<file path="src/rtl/lrr_pkg.sv">
/*
   shared constants, carriers and helpers for the light result readout:
   register offsets, field positions, result record and check code.
   assumes a single device clock and a synchronous active-high reset.
*/
package lrr_pkg;

   // -----------------------------------------------------------------
   // register offsets
   // -----------------------------------------------------------------
   localparam logic [7:0] REG_LIGHT_RESULT_HIGH    = 8'h00;
   localparam logic [7:0] REG_LIGHT_RESULT_LOW     = 8'h01;
   localparam logic [7:0] REG_HISTORY0_RESULT_HIGH = 8'h02;
   localparam logic [7:0] REG_HISTORY0_RESULT_LOW  = 8'h03;
   localparam logic [7:0] REG_HISTORY1_RESULT_HIGH = 8'h04;
   localparam logic [7:0] REG_HISTORY1_RESULT_LOW  = 8'h05;
   localparam logic [7:0] REG_HISTORY2_RESULT_HIGH = 8'h06;
   localparam logic [7:0] REG_HISTORY2_RESULT_LOW  = 8'h07;

   // -----------------------------------------------------------------
   // field positions and sizes
   // -----------------------------------------------------------------
   localparam int EXPONENT_LSB      = 12;
   localparam int MANT_HIGH_LSB     = 0;
   localparam int MANT_LOW_LSB      = 8;
   localparam int COUNT_LSB         = 4;
   localparam int CHECK_LSB         = 0;
   localparam int MANT_SPLIT        = 8;
   localparam int NUM_HISTORY       = 3;
   localparam int NUM_ENTRIES       = NUM_HISTORY + 1;

   // -----------------------------------------------------------------
   // reset values and identity
   // -----------------------------------------------------------------
   localparam logic [15:0] RESULT_RESET = 16'h0000;
   localparam logic [3:0]  COUNT_RESET  = 4'h0;
   // target bus address: arbitrary value
   localparam logic [6:0]  TARGET_ADDR  = 7'h2a;

   // -----------------------------------------------------------------
   // carriers
   // -----------------------------------------------------------------
   typedef struct packed {
      logic [3:0]  exponent;
      logic [19:0] mantissa;
      logic [3:0]  count;
   } lrr_result_t;

   // -----------------------------------------------------------------
   // helpers
   // -----------------------------------------------------------------
   function automatic logic [3:0] lrr_check(input lrr_result_t r);
      logic [3:0] x;
      x    = 4'h0;
      x[0] = ^{r.exponent, r.mantissa, r.count};
      x[1] = r.count[1] ^ r.count[3] ^ r.exponent[1] ^ r.exponent[3];
      for (int i = 1; i < 20; i += 2)
         x[1] = x[1] ^ r.mantissa[i];
      x[2] = r.count[3] ^ r.exponent[3] ^ r.mantissa[3] ^ r.mantissa[7]
           ^ r.mantissa[11] ^ r.mantissa[15] ^ r.mantissa[19];
      x[3] = r.mantissa[3] ^ r.mantissa[11] ^ r.mantissa[19];
      return x;
   endfunction

   function automatic logic [15:0] lrr_word(input lrr_result_t r,
                                            input logic        low);
      logic [15:0] w;
      w = 16'h0000;
      if (!low)
      begin
         w[EXPONENT_LSB +: 4]   = r.exponent;
         w[MANT_HIGH_LSB +: 12] = r.mantissa[19:MANT_SPLIT];
      end
      else
      begin
         w[MANT_LOW_LSB +: 8] = r.mantissa[MANT_SPLIT-1:0];
         w[COUNT_LSB +: 4]    = r.count;
         w[CHECK_LSB +: 4]    = lrr_check(r);
      end
      return w;
   endfunction

endpackage

</file>
<file path="src/rtl/lrr_result_store.sv">
/*
   result store: live result plus three older results, with a
   registered read port addressed by register offset.
   assumes conversion strobes come from logic on the same clock.
*/
module lrr_result_store
(
   input  wire logic        clock,
   input  wire logic        rst,
   input  wire logic        conv_done,
   input  wire logic [3:0]  conv_exponent,
   input  wire logic [19:0] conv_mantissa,
   input  wire logic [7:0]  read_addr,
   output logic      [15:0] read_data
);

   lrr_pkg::lrr_result_t entries      [lrr_pkg::NUM_ENTRIES];
   lrr_pkg::lrr_result_t next_entries [lrr_pkg::NUM_ENTRIES];
   logic [15:0]          next_read_data;

   // -----------------------------------------------------------------
   // capture and shift
   // -----------------------------------------------------------------
   always_comb
   begin
      for (int i = 0; i < lrr_pkg::NUM_ENTRIES; i++)
         next_entries[i] = entries[i];
      if (conv_done)
      begin
         for (int i = 1; i < lrr_pkg::NUM_ENTRIES; i++)
            next_entries[i] = entries[i-1];
         next_entries[0].exponent = conv_exponent;
         next_entries[0].mantissa = conv_mantissa;
         next_entries[0].count    = entries[0].count + 4'h1;
      end
   end

   // -----------------------------------------------------------------
   // read port
   // -----------------------------------------------------------------
   always_comb
   begin
      next_read_data = lrr_pkg::RESULT_RESET;
      if (read_addr <= lrr_pkg::REG_HISTORY2_RESULT_LOW)
         next_read_data = lrr_pkg::lrr_word(entries[read_addr[2:1]],
                                            read_addr[0]);
   end

   always_ff @(posedge clock)
   begin
      if (rst)
      begin
         for (int i = 0; i < lrr_pkg::NUM_ENTRIES; i++)
            entries[i] <= '0;
         read_data <= lrr_pkg::RESULT_RESET;
      end
      else
      begin
         for (int i = 0; i < lrr_pkg::NUM_ENTRIES; i++)
            entries[i] <= next_entries[i];
         read_data <= next_read_data;
      end
   end

endmodule // lrr_result_store

</file>
<file path="src/rtl/lrr_readout.sv">
/*
   light result readout: serial-bus target that serves the live and
   history result registers, read-only, high byte first.
   assumes scl and sda come from pins outside the clock domain and that
   the conversion front end pulses conv_done for one clock per result.
*/
module lrr_readout
(
   input  wire logic        clock,
   input  wire logic        rst,
   input  wire logic        scl_in,
   input  wire logic        sda_in,
   output logic             sda_out,
   output logic             sda_oe,
   input  wire logic        burst_enable,
   input  wire logic        conv_done,
   input  wire logic [3:0]  conv_exponent,
   input  wire logic [19:0] conv_mantissa
);

   typedef enum {
      ST_IDLE,
      ST_RECV,
      ST_ACK_DRIVE,
      ST_ACK_END,
      ST_SEND,
      ST_HOST_ACK,
      ST_LOAD
   } lrr_state_t;

   typedef enum {
      PH_ADDR,
      PH_POINTER,
      PH_DATA
   } lrr_phase_t;

   // -----------------------------------------------------------------
   // pin synchronisers
   // -----------------------------------------------------------------
   logic scl_meta;
   logic scl_sync;
   logic scl_prev;
   logic sda_meta;
   logic sda_sync;
   logic sda_prev;

   always_ff @(posedge clock)
   begin
      if (rst)
      begin
         scl_meta <= 1'b1;
         scl_sync <= 1'b1;
         scl_prev <= 1'b1;
         sda_meta <= 1'b1;
         sda_sync <= 1'b1;
         sda_prev <= 1'b1;
      end
      else
      begin
         scl_meta <= scl_in;
         scl_sync <= scl_meta;
         scl_prev <= scl_sync;
         sda_meta <= sda_in;
         sda_sync <= sda_meta;
         sda_prev <= sda_sync;
      end
   end

   logic scl_rise;
   logic scl_fall;
   logic bus_start;
   logic bus_stop;

   assign scl_rise  = scl_sync & ~scl_prev;
   assign scl_fall  = ~scl_sync & scl_prev;
   assign bus_start = scl_sync & scl_prev & sda_prev & ~sda_sync;
   assign bus_stop  = scl_sync & scl_prev & ~sda_prev & sda_sync;

   // -----------------------------------------------------------------
   // result store
   // -----------------------------------------------------------------
   logic [7:0]  pointer;
   logic [15:0] reg_data;

   lrr_result_store u_store
   (
      .clock         (clock),
      .rst           (rst),
      .conv_done     (conv_done),
      .conv_exponent (conv_exponent),
      .conv_mantissa (conv_mantissa),
      .read_addr     (pointer),
      .read_data     (reg_data)
   );

   // -----------------------------------------------------------------
   // target state machine
   // -----------------------------------------------------------------
   lrr_state_t state;
   lrr_state_t next_state;
   lrr_phase_t phase;
   lrr_phase_t next_phase;
   logic [2:0] bit_count;
   logic [2:0] next_bit_count;
   logic [7:0] shift;
   logic [7:0] next_shift;
   logic       read_mode;
   logic       next_read_mode;
   logic       low_byte;
   logic       next_low_byte;
   logic [7:0] next_pointer;
   logic [7:0] base_pointer;
   logic [7:0] next_base_pointer;
   logic       drive;
   logic       next_drive;

   always_comb
   begin
      next_state        = state;
      next_phase        = phase;
      next_bit_count    = bit_count;
      next_shift        = shift;
      next_read_mode    = read_mode;
      next_low_byte     = low_byte;
      next_pointer      = pointer;
      next_base_pointer = base_pointer;
      next_drive        = drive;
      if (bus_stop)
      begin
         next_state   = ST_IDLE;
         next_drive   = 1'b0;
         next_pointer = base_pointer;
      end
      else if (bus_start)
      begin
         next_state     = ST_RECV;
         next_phase     = PH_ADDR;
         next_bit_count = 3'h0;
         next_low_byte  = 1'b0;
         next_drive     = 1'b0;
      end
      else
      begin
         case (state)
            ST_IDLE:
            begin
               next_drive = 1'b0;
            end
            ST_RECV:
            begin
               if (scl_rise)
               begin
                  next_shift     = {shift[6:0], sda_sync};
                  next_bit_count = bit_count + 3'h1;
                  if (bit_count == 3'h7)
                     next_state = ST_ACK_DRIVE;
               end
            end
            ST_ACK_DRIVE:
            begin
               if (scl_fall)
               begin
                  next_drive = 1'b1;
                  next_state = ST_ACK_END;
                  case (phase)
                     PH_ADDR:
                     begin
                        next_read_mode = shift[0];
                        if (shift[7:1] != lrr_pkg::TARGET_ADDR)
                        begin
                           next_drive = 1'b0;
                           next_state = ST_IDLE;
                        end
                     end
                     PH_POINTER:
                     begin
                        next_pointer      = shift;
                        next_base_pointer = shift;
                     end
                     default:
                     begin
                        // data bytes are acknowledged, registers ignore
                        next_drive = 1'b1;
                     end
                  endcase
               end
            end
            ST_ACK_END:
            begin
               if (scl_fall)
               begin
                  next_drive     = 1'b0;
                  next_bit_count = 3'h0;
                  if (phase == PH_ADDR && read_mode)
                  begin
                     next_shift    = reg_data[15:8];
                     next_drive    = ~reg_data[15];
                     next_low_byte = 1'b0;
                     next_state    = ST_SEND;
                  end
                  else
                  begin
                     next_phase = (phase == PH_ADDR) ? PH_POINTER : PH_DATA;
                     next_state = ST_RECV;
                  end
               end
            end
            ST_SEND:
            begin
               if (scl_fall)
               begin
                  if (bit_count == 3'h7)
                  begin
                     next_drive = 1'b0;
                     next_state = ST_HOST_ACK;
                  end
                  else
                  begin
                     next_shift     = {shift[6:0], 1'b0};
                     next_drive     = ~shift[6];
                     next_bit_count = bit_count + 3'h1;
                  end
               end
            end
            ST_HOST_ACK:
            begin
               if (scl_rise)
               begin
                  if (sda_sync)
                     next_state = ST_IDLE;
                  else
                  begin
                     next_state    = ST_LOAD;
                     next_low_byte = ~low_byte;
                     if (low_byte && burst_enable)
                        next_pointer = pointer + 8'h01;
                  end
               end
            end
            ST_LOAD:
            begin
               if (scl_fall)
               begin
                  next_bit_count = 3'h0;
                  next_state     = ST_SEND;
                  if (low_byte)
                  begin
                     next_shift = reg_data[7:0];
                     next_drive = ~reg_data[7];
                  end
                  else
                  begin
                     next_shift = reg_data[15:8];
                     next_drive = ~reg_data[15];
                  end
               end
            end
            default:
            begin
               next_state = ST_IDLE;
               next_drive = 1'b0;
            end
         endcase
      end
   end

   always_ff @(posedge clock)
   begin
      if (rst)
      begin
         state        <= ST_IDLE;
         phase        <= PH_ADDR;
         bit_count    <= 3'h0;
         shift        <= 8'h00;
         read_mode    <= 1'b0;
         low_byte     <= 1'b0;
         pointer      <= lrr_pkg::REG_LIGHT_RESULT_HIGH;
         base_pointer <= lrr_pkg::REG_LIGHT_RESULT_HIGH;
         drive        <= 1'b0;
      end
      else
      begin
         state        <= next_state;
         phase        <= next_phase;
         bit_count    <= next_bit_count;
         shift        <= next_shift;
         read_mode    <= next_read_mode;
         low_byte     <= next_low_byte;
         pointer      <= next_pointer;
         base_pointer <= next_base_pointer;
         drive        <= next_drive;
      end
   end

   // -----------------------------------------------------------------
   // open-drain data pin
   // -----------------------------------------------------------------
   assign sda_out = 1'b0;
   assign sda_oe  = drive;

endmodule // lrr_readout

</file>
<file path="config.mk">
export PLATFORM = sky130hd
export DESIGN_NAME = lrr_readout
export DESIGN_NICKNAME = d
export VERILOG_FILES = /design/src/rtl/lrr_pkg.sv /design/src/rtl/lrr_result_store.sv /design/src/rtl/lrr_readout.sv
export SDC_FILE = /design/constraint.sdc
export NUM_CORES = 1
export LEC_CHECK = 0
export ABC_AREA = 0
export BUFFER_PORTS_ARGS = -buffer_cell sky130_fd_sc_hd__buf_4
export CORE_UTILIZATION = 35
export CTS_CLUSTER_DIAMETER = 50
export DETAILED_ROUTE_END_ITERATION = 16
export HOLD_SLACK_MARGIN = 0.03
export RECOVER_POWER = 50
export SLEW_MARGIN = 10
export SYNTH_ARGS = -nofsm -noshare
export SYNTH_HDL_FRONTEND = slang
export SYNTH_HIERARCHICAL = 1
export SYNTH_SLANG_ARGS = --single-unit
</file>
<file path="constraint.sdc">
create_clock -name clock -period 3.9 [get_ports clock]
set_input_delay 0.195 -clock clock [delete_from_list [all_inputs] [get_ports clock]]
set_output_delay 0.195 -clock clock [all_outputs]
set_load 0.05 [all_outputs]
</file>
==> impl_metrics.toml <==
[power]
total_power_w = 0.00397
combPwrFrac = 0.093
internal_power_w = 0.00299
netSwitchingFraction = 0.245
power_frac_seq = 0.473
vdd_drop_max_v = 0.000286
power_density_nw_per_um2 = 429
p_leak_nw = 3.59
power_frac_clock = 0.435
p_sw_w = 0.000973

[worst_setup_path]
cpPeakStageDelay_ps = 1720
cp_cell_sequence = "clkbuf_1, or2_0"
critPathSlowestCell = "or2_0"
cp_top_family = "simple AND/OR/NAND/NOR gates"
start_kind = "input port"
critPathArrivalTime_ps = 3270
critical_path_peak_fanout = 37
endpoint_kind = "flip-flop"
crit_type = "in2reg"
path_buf_inv = 1
cp.required_ps = 3910

[layout]
n_fill_cell = 2117
final_area_sq_um = 9240
area_growth_pct = 15.6
postLayoutCoreUtil = 0.418
antenna_cells = 0
final_layout_size_suffix_gt1_frac = 0.144
nets = 825

[yosys]
synth.distinct_cells = 63
synthCells = 761
synth_edf_count = 28
syn_area_sq_um = 8000
async_flop_share = 0
yosysWarnings = 6
syn_area_per_cell_sq_um = 10.5
synthFlopType = "dfxtp_1"
synth_nets = 795
ys_seq_area_frac = 0.458
ys_seq_elements = 169

[global_route]
grt_max_degree = 90
grt_first_pass_wirelength_mm = 29.2
grt_pass1_vias = 5386
grtUsageTotal = 0.157
antenna_found_initial = 0
overflow = 0

[route]
via_count = 5563
drt-total-wl_mm = 17.7
ant_nets = 0
drc = 0
drt-vias-per-instance = 5.13
initialDrtViolationCount = 294
firstDrtPassIters = 4
avgRoutedWirePerCell_um = 16.3

[placement]
portBuffers = 30
placed_area_sq_um = 8390
finalWeightedCongestion = 0.787
pre_cts_slack_ps = 898
place_hpwl_mm = 11.3

[sta]
setup_violations = 0
period_share = 0.837
fin_ws_ps = 634
max_freq_ghz = 0.306
fin_crit_ps = 3270
slew_viol_final = 157
tightest_slew_ps = 2220
tns_ps = 0
clock_skew_ps = 9.80
hold_viol_final = 0
slew_headroom = -0.482
rsz0062_at_grt = "false"

[die]
die_y_um = 153
ios = 32
start_util = 0.362
dieWidth_um = 153
core_sq_um = 22100
fp-row-count = 54
die-area_sq_um = 23500

[cts]
post_cts_buffers = 0
cts_resized = 0
clk_pin_slew_ps = 70
ctsLongestPathBuffers = 2
tritoncts = "yes"
cts_hold_buf = 26
insertion_delay_ps = 430
cts_root_buf = "clkbuf_16"
numCtsBuffers = 17
cts.sinks = 169
htree_levels = 4

[status]
violations = "capacitance limit, slew limit"
status = "finished, violations left"

[min_path]
holdCritPathClass = "reg2reg"

[flow_run]
cap_violations = 3
## power groups by stage
stage / sequential [W] / combinational, W / clock, W
2_1_floorplan: 0.00189 / 0.000282 / 0
3_5_place_dp: 0.00191 / 0.000347 / 0
3_3_place_gp: 0.00191 / 0.000341 / 0
4_1_cts: 0.00187 / 0.000369 / 0.00177
5_1_grt: 0.00188 / 0.000402 / 0.00183
6_report: 0.00188 / 0.000368 / 0.00172
## cells in the final DEF, fill, tap and decap left out, types with 18 or more instances in the layout
master | synthesis | routed
nand2_1 | 25 | 25
dlygate4sd3_1 | 0 | 26
edfxtp_1 | 28 | 28
nor2_1 | 145 | 145
clkbuf_16 | 0 | 19
and2_1 | 29 | 20
dfxtp_1 | 141 | 140
xnor2_1 | 18 | 18
buf_4 | 4 | 35
o21ai_0 | 26 | 26
mux4_2 | 25 | 25
mux2i_1 | 108 | 108
## per-stage QoR
step / std cells / hold WS [ps]
after floorplan: 761 / 299
after global placement: 1026 / 382
after detailed placement: 1026 / 384
after CTS: 1084 / 178
after global routing: 1084 / 436
final: 1084 / 410
## final timing paths
kind | from | end | slack, ps | depth (start not counted)
worst max register to register | pointer[1] | u_store/read_data[0] | 900 | 7
worst max-delay path | rst | u_store/entries[3][3] | 630 | 2
worst min-delay path | sda_meta | sda_sync | 410 | 1
worst min register to register | sda_meta | sda_sync | 410 | 1
## metal layers
layer | GRT usage | wire [um] | vias up
met2 | 0.249 | 8260 | 103
met5 | 0 | 0 | -
li1 | - | - | 2782
met4 | 0.0447 | 140 | 0
met3 | 0.0371 | 603 | 9
met1 | 0.212 | 8650 | 2669
## kinds of logic after synthesis
family | after synthesis | synth area share
AO/OA/AOI/OAI | 92 | 0.0820
XOR/XNOR | 33 | 0.0430
adder cells (fa/ha/maj) | 4 | 0.00626
buffers and inverters | 62 | 0.0365
flip-flops | 169 | 0.458
multiplexers | 138 | 0.218
other | 1 | 0.000469
AND/OR/NAND/NOR | 262 | 0.155
## final cells by class
cell class,count,area (sq um),share of cell area
Timing Repair Buffer,68,561,0.0607
Clock inverter,10,90.1,0.00975
Multi-Input combinational cell,530,4040,0.437
Sequential cell,169,3660,0.397
Inverter,5,18.8,0.00203
Clock buffer,22,517,0.0559
Tap cell,280,350,0.0379
## registers in the layout, indices dropped and copies added, names as in the netlist, 2 cells and up
signal / cells
u_store/entries: 112
state: 3
pointer: 8
base_pointer: 8
phase: 2
u_store/read_data: 16
shift: 8
bit_count: 3
## cells in the mapped netlist, types with 4 or more instances
library cell | n | area (sq um)
buf_2 | 5 | 25.0
o21ai_0 | 26 | 130
edfxtp_1 | 28 | 841
mux4_2 | 25 | 563
nand2_1 | 25 | 93.8
nor3_1 | 8 | 40.0
or2_2 | 8 | 50.1
a31oi_1 | 4 | 25.0
mux2i_1 | 108 | 1080
a222oi_1 | 6 | 60.1
a211oi_1 | 10 | 75.1
a21oi_1 | 12 | 60.1
nand3_1 | 13 | 65.1
xor2_1 | 11 | 96.3
o211ai_1 | 4 | 30.0
buf_4 | 4 | 30.0
buf_6 | 5 | 56.3
dfxtp_1 | 141 | 2820
inv_1 | 5 | 18.8
ha_1 | 4 | 50.1
nor2_1 | 145 | 544
xnor2_1 | 18 | 158
nor2b_1 | 7 | 43.8
clkbuf_1 | 40 | 150
o22ai_1 | 5 | 31.3
xnor3_1 | 4 | 90.1
and2_1 | 29 | 181
No activity file was read; power rests on OpenSTA's default activity.
